File: src/rtl/irq_route_map.svh
// Purpose: constants for the master interrupt routing block
// Assumes: vector byte offset is four times the vector number
// Notes: line numbers are peripheral interrupt numbers, vector = line + 16
`ifndef IRQ_ROUTE_MAP_SVH
`define IRQ_ROUTE_MAP_SVH
`define NUM_LINES 92
`define LINE_BASE_VEC 16
`define VEC_RESET 7'h01
`define VEC_NMI 7'h02
`define VEC_HARD_FAULT 7'h03
`define LINE_WATCHDOG 7'h12
`define LINE_DMA_SW 7'h2e
`define LINE_DMA_ERR 7'h2f
`define LINE_CONV_FIRST 7'h48
`define LINE_RAM_SINGLE 7'h58
`define LINE_PLL_LOCK 7'h59
`define LINE_FLASH_SINGLE 7'h5a
// populated peripheral lines; a zero bit is a reserved line
`define LINE_VALID_MASK 92'h70fff0f1e60d43fd1fc01ff
// lines whose sources never go through the dma: i2c, watchdogs, can, converter
`define LINE_DIRECT_ONLY_MASK 92'h000ff0f0000002000040100
`define PRIO_RESET 8'h00
`endif

File: src/rtl/irq_route_pkg.sv
// Purpose: types for the master interrupt routing block
// Assumes: nothing beyond the map header
// Notes: level ordering, higher enum later wins among fixed levels
package irq_route_pkg;
    typedef enum logic [1:0] {
        lvl_none,
        lvl_hard_fault,
        lvl_nmi,
        lvl_reset
    } fixed_level_t;
    typedef enum logic [1:0] {
        st_idle,
        st_deliver
    } deliver_state_t;
endpackage

File: src/rtl/prio_table.sv
// Purpose: per-line programmable priority storage
// Assumes: one write port, every entry read at once on a flat output
// Notes: all entries clear to zero on reset
`timescale 1ns/1ps
`default_nettype none
`include "irq_route_map.svh"
module prio_table #(
    parameter int DEPTH = 92,
    parameter int WIDTH = 8,
    parameter int AW = 7
) (
    // clocking
    input wire logic clk_in,
    input wire logic reset_in,
    input wire logic ce_in,
    // write port
    input wire logic wr_en_in,
    input wire logic [AW-1:0] wr_addr_in,
    input wire logic [WIDTH-1:0] wr_data_in,
    // flat view for arbitration
    output logic [DEPTH*WIDTH-1:0] all_out
);
    logic [WIDTH-1:0] mem_q [DEPTH];
    genvar g;
    generate
        for (g = 0; g < DEPTH; g++) begin : g_ent
            always_ff @(posedge clk_in) begin
                if (reset_in) begin
                    mem_q[g] <= WIDTH'(`PRIO_RESET);
                end else if (ce_in && wr_en_in && wr_addr_in == AW'(g)) begin
                    mem_q[g] <= wr_data_in;
                end
            end
            assign all_out[g*WIDTH +: WIDTH] = mem_q[g];
        end
    endgenerate
endmodule // prio_table
`default_nettype wire

File: src/rtl/master_interrupt_routing.sv
// Purpose: route and prioritise master-side interrupts to the core
// Assumes: all inputs synchronous to clk_in; sources are levels
// Notes: lower priority value wins; ties go to the lowest line
`timescale 1ns/1ps
`default_nettype none
`include "irq_route_map.svh"
module master_interrupt_routing #(
    parameter int NL = `NUM_LINES,
    parameter int PW = 8
) (
    // clocking
    input wire logic clk_in,
    input wire logic reset_in,
    input wire logic ce_in,
    // fixed sources
    input wire logic master_power_on_reset_req_in,
    input wire logic master_system_reset_req_in,
    input wire logic master_nonmaskable_req_in,
    // core faults and exceptions: [0] mem, [1] bus, [2] usage
    input wire logic [2:0] fault_req_in,
    input wire logic [2:0] fault_enabled_in,
    input wire logic [11:4] core_exc_req_in,
    // dma-capable peripheral requests and per-line channel enable
    input wire logic [NL-1:0] periph_req_in,
    input wire logic [NL-1:0] dma_chan_en_in,
    // dma controller events
    input wire logic dma_sw_done_in,
    input wire logic dma_error_in,
    // direct-only sources
    input wire logic [1:0] watchdog_irq_in,
    input wire logic [7:0] converter_irq_in,
    input wire logic sys_pll_unlock_in,
    input wire logic usb_pll_unlock_in,
    input wire logic ram_single_err_in,
    input wire logic flash_single_err_in,
    // priority programming
    input wire logic prio_wr_in,
    input wire logic [6:0] prio_addr_in,
    input wire logic [PW-1:0] prio_data_in,
    // to dma controller
    output logic [NL-1:0] dma_req_out,
    // to core
    output logic irq_valid_out,
    output logic [1:0] irq_level_out,
    output logic [6:0] irq_vector_out,
    output logic [9:0] irq_offset_out,
    output logic [NL-1:0] pending_out
);
    localparam logic [NL-1:0] VALID = NL'(`LINE_VALID_MASK);
    // watchdog, can, i2c and converter lines stay direct even with a channel enabled
    localparam logic [NL-1:0] DIRECT_ONLY = NL'(`LINE_DIRECT_ONLY_MASK);
    logic [NL*PW-1:0] prio_flat;
    prio_table #(.DEPTH(NL), .WIDTH(PW), .AW(7)) u_prio (
        .clk_in(clk_in),
        .reset_in(reset_in),
        .ce_in(ce_in),
        .wr_en_in(prio_wr_in),
        .wr_addr_in(prio_addr_in),
        .wr_data_in(prio_data_in),
        .all_out(prio_flat)
    );

    // direct lines; dma-routed peripherals go to the dma instead
    // a channel enable on a direct-only line is ignored rather than losing the request
    wire [NL-1:0] dma_sel = dma_chan_en_in & ~DIRECT_ONLY;
    wire [NL-1:0] dma_route = periph_req_in & dma_sel;
    wire [NL-1:0] direct_periph = periph_req_in & ~dma_sel;
    logic [NL-1:0] special;
    always_comb begin
        special = '0;
        special[`LINE_WATCHDOG] = |watchdog_irq_in;
        special[`LINE_DMA_SW] = dma_sw_done_in;
        special[`LINE_DMA_ERR] = dma_error_in;
        special[`LINE_CONV_FIRST +: 8] = converter_irq_in;
        special[`LINE_RAM_SINGLE] = ram_single_err_in;
        special[`LINE_PLL_LOCK] = sys_pll_unlock_in | usb_pll_unlock_in;
        special[`LINE_FLASH_SINGLE] = flash_single_err_in;
    end
    // nmi watchdog has no input here at all by design
    wire [NL-1:0] line_req = (direct_periph | special) & VALID;

    // exceptions 4..11 as one vector space with peripheral lines
    wire [2:0] fault_handled = fault_req_in & fault_enabled_in;
    wire hard_fault = |(fault_req_in & ~fault_enabled_in);

    // faults 4..6 come in handled form, the rest straight from the core
    wire [11:4] exc_req = {core_exc_req_in[11:7], fault_handled};

    // linear scan: strict less keeps lowest index on ties
    // exceptions carry priority zero here, so any of them beats every line;
    // a line can never be strictly below zero, which keeps that order fixed
    logic found;
    logic [PW-1:0] best_p;
    logic [6:0] best_v;
    always_comb begin
        found = 1'b0;
        best_p = '0;
        best_v = '0;
        for (int e = 4; e < 12; e++) begin
            if (exc_req[e] && !found) begin
                found = 1'b1;
                best_p = '0;
                best_v = 7'(e);
            end
        end
        for (int i = 0; i < NL; i++) begin
            if (line_req[i] && (!found || prio_flat[i*PW +: PW] < best_p)) begin
                found = 1'b1;
                best_p = prio_flat[i*PW +: PW];
                best_v = 7'(i + `LINE_BASE_VEC);
            end
        end
    end

    irq_route_pkg::fixed_level_t lvl;
    wire is_reset = master_power_on_reset_req_in | master_system_reset_req_in;
    assign lvl = is_reset ? irq_route_pkg::lvl_reset :
                 master_nonmaskable_req_in ? irq_route_pkg::lvl_nmi :
                 hard_fault ? irq_route_pkg::lvl_hard_fault :
                 irq_route_pkg::lvl_none;
    wire [6:0] win_vec = (lvl == irq_route_pkg::lvl_reset) ? `VEC_RESET :
                         (lvl == irq_route_pkg::lvl_nmi) ? `VEC_NMI :
                         (lvl == irq_route_pkg::lvl_hard_fault) ? `VEC_HARD_FAULT :
                         best_v;
    wire win_valid = (lvl != irq_route_pkg::lvl_none) | found;

    // core-facing word; a quiet cycle shows vector and offset zero
    always_ff @(posedge clk_in) begin
        if (reset_in) begin
            irq_valid_out <= 1'b0;
            irq_level_out <= 2'h0;
            irq_vector_out <= 7'h00;
            irq_offset_out <= 10'h000;
        end else if (ce_in) begin
            irq_valid_out <= win_valid;
            irq_level_out <= lvl;
            irq_vector_out <= win_valid ? win_vec : 7'h00;
            irq_offset_out <= win_valid ? {1'b0, win_vec, 2'b00} : 10'h000;
        end
    end

    // pending shows direct lines only, after reserved masking
    always_ff @(posedge clk_in) begin
        if (reset_in) begin
            pending_out <= '0;
        end else if (ce_in) begin
            pending_out <= line_req;
        end
    end

    always_ff @(posedge clk_in) begin
        if (reset_in) begin
            dma_req_out <= '0;
        end else if (ce_in) begin
            dma_req_out <= dma_route & VALID;
        end
    end

    a_reset_wins: assert property (@(posedge clk_in) disable iff (reset_in)
        ce_in && is_reset |=> irq_vector_out == `VEC_RESET && irq_level_out == 2'h3)
        else $error("reset not top priority");
    a_nmi_second: assert property (@(posedge clk_in) disable iff (reset_in)
        ce_in && !is_reset && master_nonmaskable_req_in |=> irq_vector_out == `VEC_NMI)
        else $error("nmi not second level");
    a_fault_escal: assert property (@(posedge clk_in) disable iff (reset_in)
        ce_in && !is_reset && !master_nonmaskable_req_in && |(fault_req_in & ~fault_enabled_in)
        |=> irq_vector_out == `VEC_HARD_FAULT)
        else $error("fault not escalated");
    a_reserved_quiet: assert property (@(posedge clk_in) disable iff (reset_in)
        (pending_out & ~VALID) == '0)
        else $error("reserved line pending");
    a_offset_vec: assert property (@(posedge clk_in) disable iff (reset_in)
        irq_valid_out |-> irq_offset_out == {1'b0, irq_vector_out, 2'b00})
        else $error("offset mismatch");
    a_prog_vec_range: assert property (@(posedge clk_in) disable iff (reset_in)
        irq_valid_out && irq_level_out == 2'h0 |-> irq_vector_out >= 7'h04
        && irq_vector_out <= 7'h6b)
        else $error("programmable vector out of range");
    a_wdog_line: assert property (@(posedge clk_in) disable iff (reset_in)
        ce_in && |watchdog_irq_in |=> pending_out[`LINE_WATCHDOG])
        else $error("watchdog line missing");
    a_pll_line: assert property (@(posedge clk_in) disable iff (reset_in)
        ce_in && (sys_pll_unlock_in || usb_pll_unlock_in) |=> pending_out[`LINE_PLL_LOCK])
        else $error("pll line missing");
    a_dma_done_line: assert property (@(posedge clk_in) disable iff (reset_in)
        ce_in && dma_sw_done_in |=> pending_out[`LINE_DMA_SW])
        else $error("dma completion line missing");
    a_dma_split: assert property (@(posedge clk_in) disable iff (reset_in)
        ce_in |=> (dma_req_out & pending_out & ~$past(special)) == '0)
        else $error("line both dma and direct");
    a_direct_bypass: assert property (@(posedge clk_in) disable iff (reset_in)
        (dma_req_out & DIRECT_ONLY) == '0)
        else $error("direct-only line forwarded to dma");
    a_conv_map: assert property (@(posedge clk_in) disable iff (reset_in)
        ce_in |=> pending_out[`LINE_CONV_FIRST +: 8] == $past(converter_irq_in))
        else $error("converter lines wrong");
    // a frozen cycle must leave the vector, pending and dma request outputs where they were
    a_ce_freeze: assert property (@(posedge clk_in) disable iff (reset_in)
        !ce_in |=> $stable(irq_vector_out) && $stable(pending_out) && $stable(dma_req_out))
        else $error("outputs moved while clock enable low");

    // main delivery cases
    c_reset: cover property (@(posedge clk_in) irq_level_out == 2'h3);
    c_nmi: cover property (@(posedge clk_in) irq_level_out == 2'h2);
    c_hard: cover property (@(posedge clk_in) irq_vector_out == `VEC_HARD_FAULT);
    c_periph: cover property (@(posedge clk_in) irq_valid_out && irq_vector_out >= 7'h10);
    c_dma_done: cover property (@(posedge clk_in) pending_out[`LINE_DMA_SW]);
endmodule // master_interrupt_routing
`default_nettype wire

File: config.mk
export PLATFORM = sky130hd
export DESIGN_NAME = master_interrupt_routing
export DESIGN_NICKNAME = d
export VERILOG_FILES = /design/src/rtl/irq_route_pkg.sv /design/src/rtl/prio_table.sv /design/src/rtl/master_interrupt_routing.sv
export VERILOG_INCLUDE_DIRS = /design/src /design/src/rtl
export SDC_FILE = /design/constraint.sdc
export NUM_CORES = 2
export LEC_CHECK = 0
export ABC_AREA = 1
export BUFFER_PORTS_ARGS = -buffer_cell sky130_fd_sc_hd__buf_4
export CAP_MARGIN = 40
export CORE_MARGIN = 2
export CORE_UTILIZATION = 53
export CTS_CLUSTER_DIAMETER = 50
export DETAILED_ROUTE_END_ITERATION = 10
export HOLD_SLACK_MARGIN = 0.06
export PLACE_DENSITY = 0.76
export SYNTH_ARGS = -nofsm -noshare
export SYNTH_HDL_FRONTEND = slang
export SYNTH_SLANG_ARGS = --single-unit
File: constraint.sdc
create_clock -name clk_in -period 75.1 [get_ports clk_in]
set_input_delay 15.02 -clock clk_in [delete_from_list [all_inputs] [get_ports clk_in]]
set_output_delay 15.02 -clock clk_in [all_outputs]
set_load 0.05 [all_outputs]
==> results by group <==
Route
  • Routed Antenna Nets: 0
  • Wire per inst: 19.8 um
  • Vias per inst: a little under 6
  • Total Routed Length: around 130,000 um
  • DR iter-0 viols: around 4,600
  • Met2 wire len: 63,200 um
  • DR top layer: met4
  • Detailed-route DRC error count: 6
  • First-pass iteration count of the detailed router: 11
  • M1 WL: ~48,000 um
  • WL met3: roughly 14,000 um
  • Vias: ~40,000

Die
  • Die Area: just over 70,000 um^2
  • Die Y: 270 um
  • FP Rows: 97
  • IO Count: 440
  • Die W: between 200 and 300 um
  • Initial Utilization: 0.535
  • Core area: 69,900 um^2

Setup path
  • Reg2reg setup slack: ~9000 ps
  • Slowest CP cell: ha_1
  • Crit end category: flop
  • Worst EP arrival: between 80,000 and 90,000 ps
  • Max incr delay on CP: approximately 350 ps
  • Kind of critical path: input port to flop
  • Critical path launch point type: input port
  • CP most frequent cell: nand2_2
  • Worst-path fanout max: 8
  • CP required: 75,690 ps

Global routing
  • Initial antenna violation count: 2
  • Largest net degree at the start of global routing: 95
  • Vias in the first global route: between 30,000 and 40,000
  • Total global routing overflow: 0
  • First-pass GRT wire length: between 150,000 and 200,000 um
  • All-Layer GR Usage: 0.300

Layout
  • Share of layout cells above drive strength 1: 0.343
  • Most frequent cells in the layout: nand2_1, buf_4, nor2_1
  • Most common cell after layout, fill and taps aside: nand2_1
  • Fin nets: roughly 6,300
  • Layout Cells excl Fill: roughly 6,700
  • Synthesis-to-layout area growth: 38.2%

Logic synthesis
  • Seq/Total Area, Yosys: 0.402
  • Ys async rst share: 0
  • Yosys warning total: 0
  • Primary FF master, synth: edfxtp_1
  • Synthesized instance count: around 4,900
  • FF+latch count, synth: ~540
  • Netlist cell types: 46
  • Syn Std Cell Area: ~37,000 um^2
  • Mean Syn Cell Area: approximately 7.7 um^2
  • EDFF count, synth: around 430

Status
  • Outcome: finished with violations
  • Failing checks: design-rule violations, negative setup slack

Timing
  • Slew headroom: 0.310
  • Final period util: 1.08
  • Worst Skew: between 30 and 40 ps
  • Crit path time final: 80,870 ps
  • Final Worst Setup Slack: -5770 ps
  • Worst Tran Pin Value: around 1000 ps
  • Endpoints failing hold: 0
  • Slew Limit Fails: 0
  • Final setup vio count: 7
  • RSZ-0062 raised after global routing: yes
  • FMAX: approximately 0.012 GHz

Clock network
  • CTS Root Cell: clkbuf_16
  • Reg clk slew, reported paths: roughly 60 ps
  • Num CTS Buffers: 75
  • TritonCTS clock tree: yes
  • Clock buffer depth: 3
  • Worst-skew pair later-pin latency: ~660 ps
  • CTS hold repair buffers: 0
  • Clock sink count: around 540
  • H-tree level count: 3

Placement
  • RePlAce Congestion: between 0.8 and 0.9
  • Port Buffers: ~250
  • Post-DP HPWL: 75,500 um
  • Placed insts: 6,374
  • Worst slack, placed: -4240 ps

Worst hold path
  • Hold WC Path Type: flop to flop

Run
  • Max Cap Violations: 0
[layer usage]
| layer | track usage | vias to the layer above |
|---|---|---|
| li1 | - | 17700 |
| met1 | 0.371 | 18300 |
| met2 | 0.521 | 2620 |
| met3 | 0.0463 | 711 |
| met4 | 0.124 | 0 |
| met5 | 0 | - |
[path summary, 6_finish.rpt]
path / to / depth (start not counted) / start
worst min-delay path: irq_valid_out$_SDFFE_PP0P_ / 2 / irq_valid_out$_SDFFE_PP0P_
worst max-delay path: irq_offset_out[4]$_SDFFE_PP0P_ / 487 / fault_req_in[0]
worst min register to register: irq_valid_out$_SDFFE_PP0P_ / 2 / irq_valid_out$_SDFFE_PP0P_
worst max register to register: irq_offset_out[4]$_SDFFE_PP0P_ / 478 / u_prio.mem_q[1][5]$_SDFFCE_PN0P_
[critical path, delay by kind of cell]
| family | cells | cell delay, ps |
|---|---|---|
| AO/OA/AOI/OAI | 136 | 23420 |
| adder cells (fa/ha/maj) | 53 | 13520 |
| buffers and inverters | 25 | 2910 |
| AND/OR/NAND/NOR | 273 | 26240 |
[per-stage QoR]
step,area (um^2),setup TNS (ps),hold WS (ps),util
after floorplan,38200,-2520,686,-
after global placement,42900,-19350,460,0.613
after detailed placement,43100,-29260,474,0.617
after CTS,48200,-6540,483,0.690
after global routing,51700,-57970,500,0.739
final,51700,-40070,482,0.739
[area by class of cell]
class	instances	area (um^2)
Tap cell	940	1180
Fill cell	4381	18200
Clock buffer	90	2020
Antenna cell	2	5.00
Clock inverter	50	658
Timing Repair Buffer	899	6970
Sequential cell	535	15000
Multi-Input combinational cell	3784	24100
Inverter	441	1680
[sequential cells by signal, indices dropped and copies added (netlist names)]
signal and cells:
pending_out 54, irq_offset_out 7, u_prio.mem_q 432, irq_valid_out 1, irq_level_out 2, dma_req_out 39
[timing repair]
action / in CTS / in global routing
gates resized for setup: 380 / 510
endpoints found under the setup margin: 7 / 7
buffers inserted: 93 / 87
gates cloned: 32 / 11
pin swaps: 102 / 272
[Yosys cell counts, types with 3 or more instances]
cell type,number,area (um^2)
buf_6,11,124
edfxtp_1,432,13000
o21ai_0,363,1820
ha_1,279,3490
nand3_1,363,1820
nand2_1,1230,4620
o21ai_1,13,65.1
a21oi_2,3,26.3
dfxtp_1,103,2060
a211oi_1,54,405
nand2_2,163,1020
o21bai_1,47,353
clkbuf_1,89,334
a21oi_1,153,766
o211ai_1,9,67.6
nor2_1,807,3030
nand2_4,69,777
nand4_1,10,62.6
a31oi_1,6,37.5
o21ai_2,3,26.3
clkbuf_8,31,427
inv_1,382,1430
nand3b_1,46,345
inv_2,55,206
nor3_1,11,55.1
buf_4,112,841
[logic make-up (layout without fill, tap and decap cells)]
| kind of cell | Yosys count | count (layout) | share of synthesized area |
|---|---|---|---|
| simple gates | 2709 | 2752 | 0.316 |
| buf+inv | 686 | 1480 | 0.0912 |
| compound gates | 659 | 659 | 0.0970 |
| flops | 535 | 535 | 0.402 |
| fa+ha+maj | 279 | 279 | 0.0934 |
| other cells | 1 | 96 | 0.000100 |
Power is left out: the tool's default activity adds up to more than one toggle a clock period on the data nets, which glitch-free logic cannot reach.
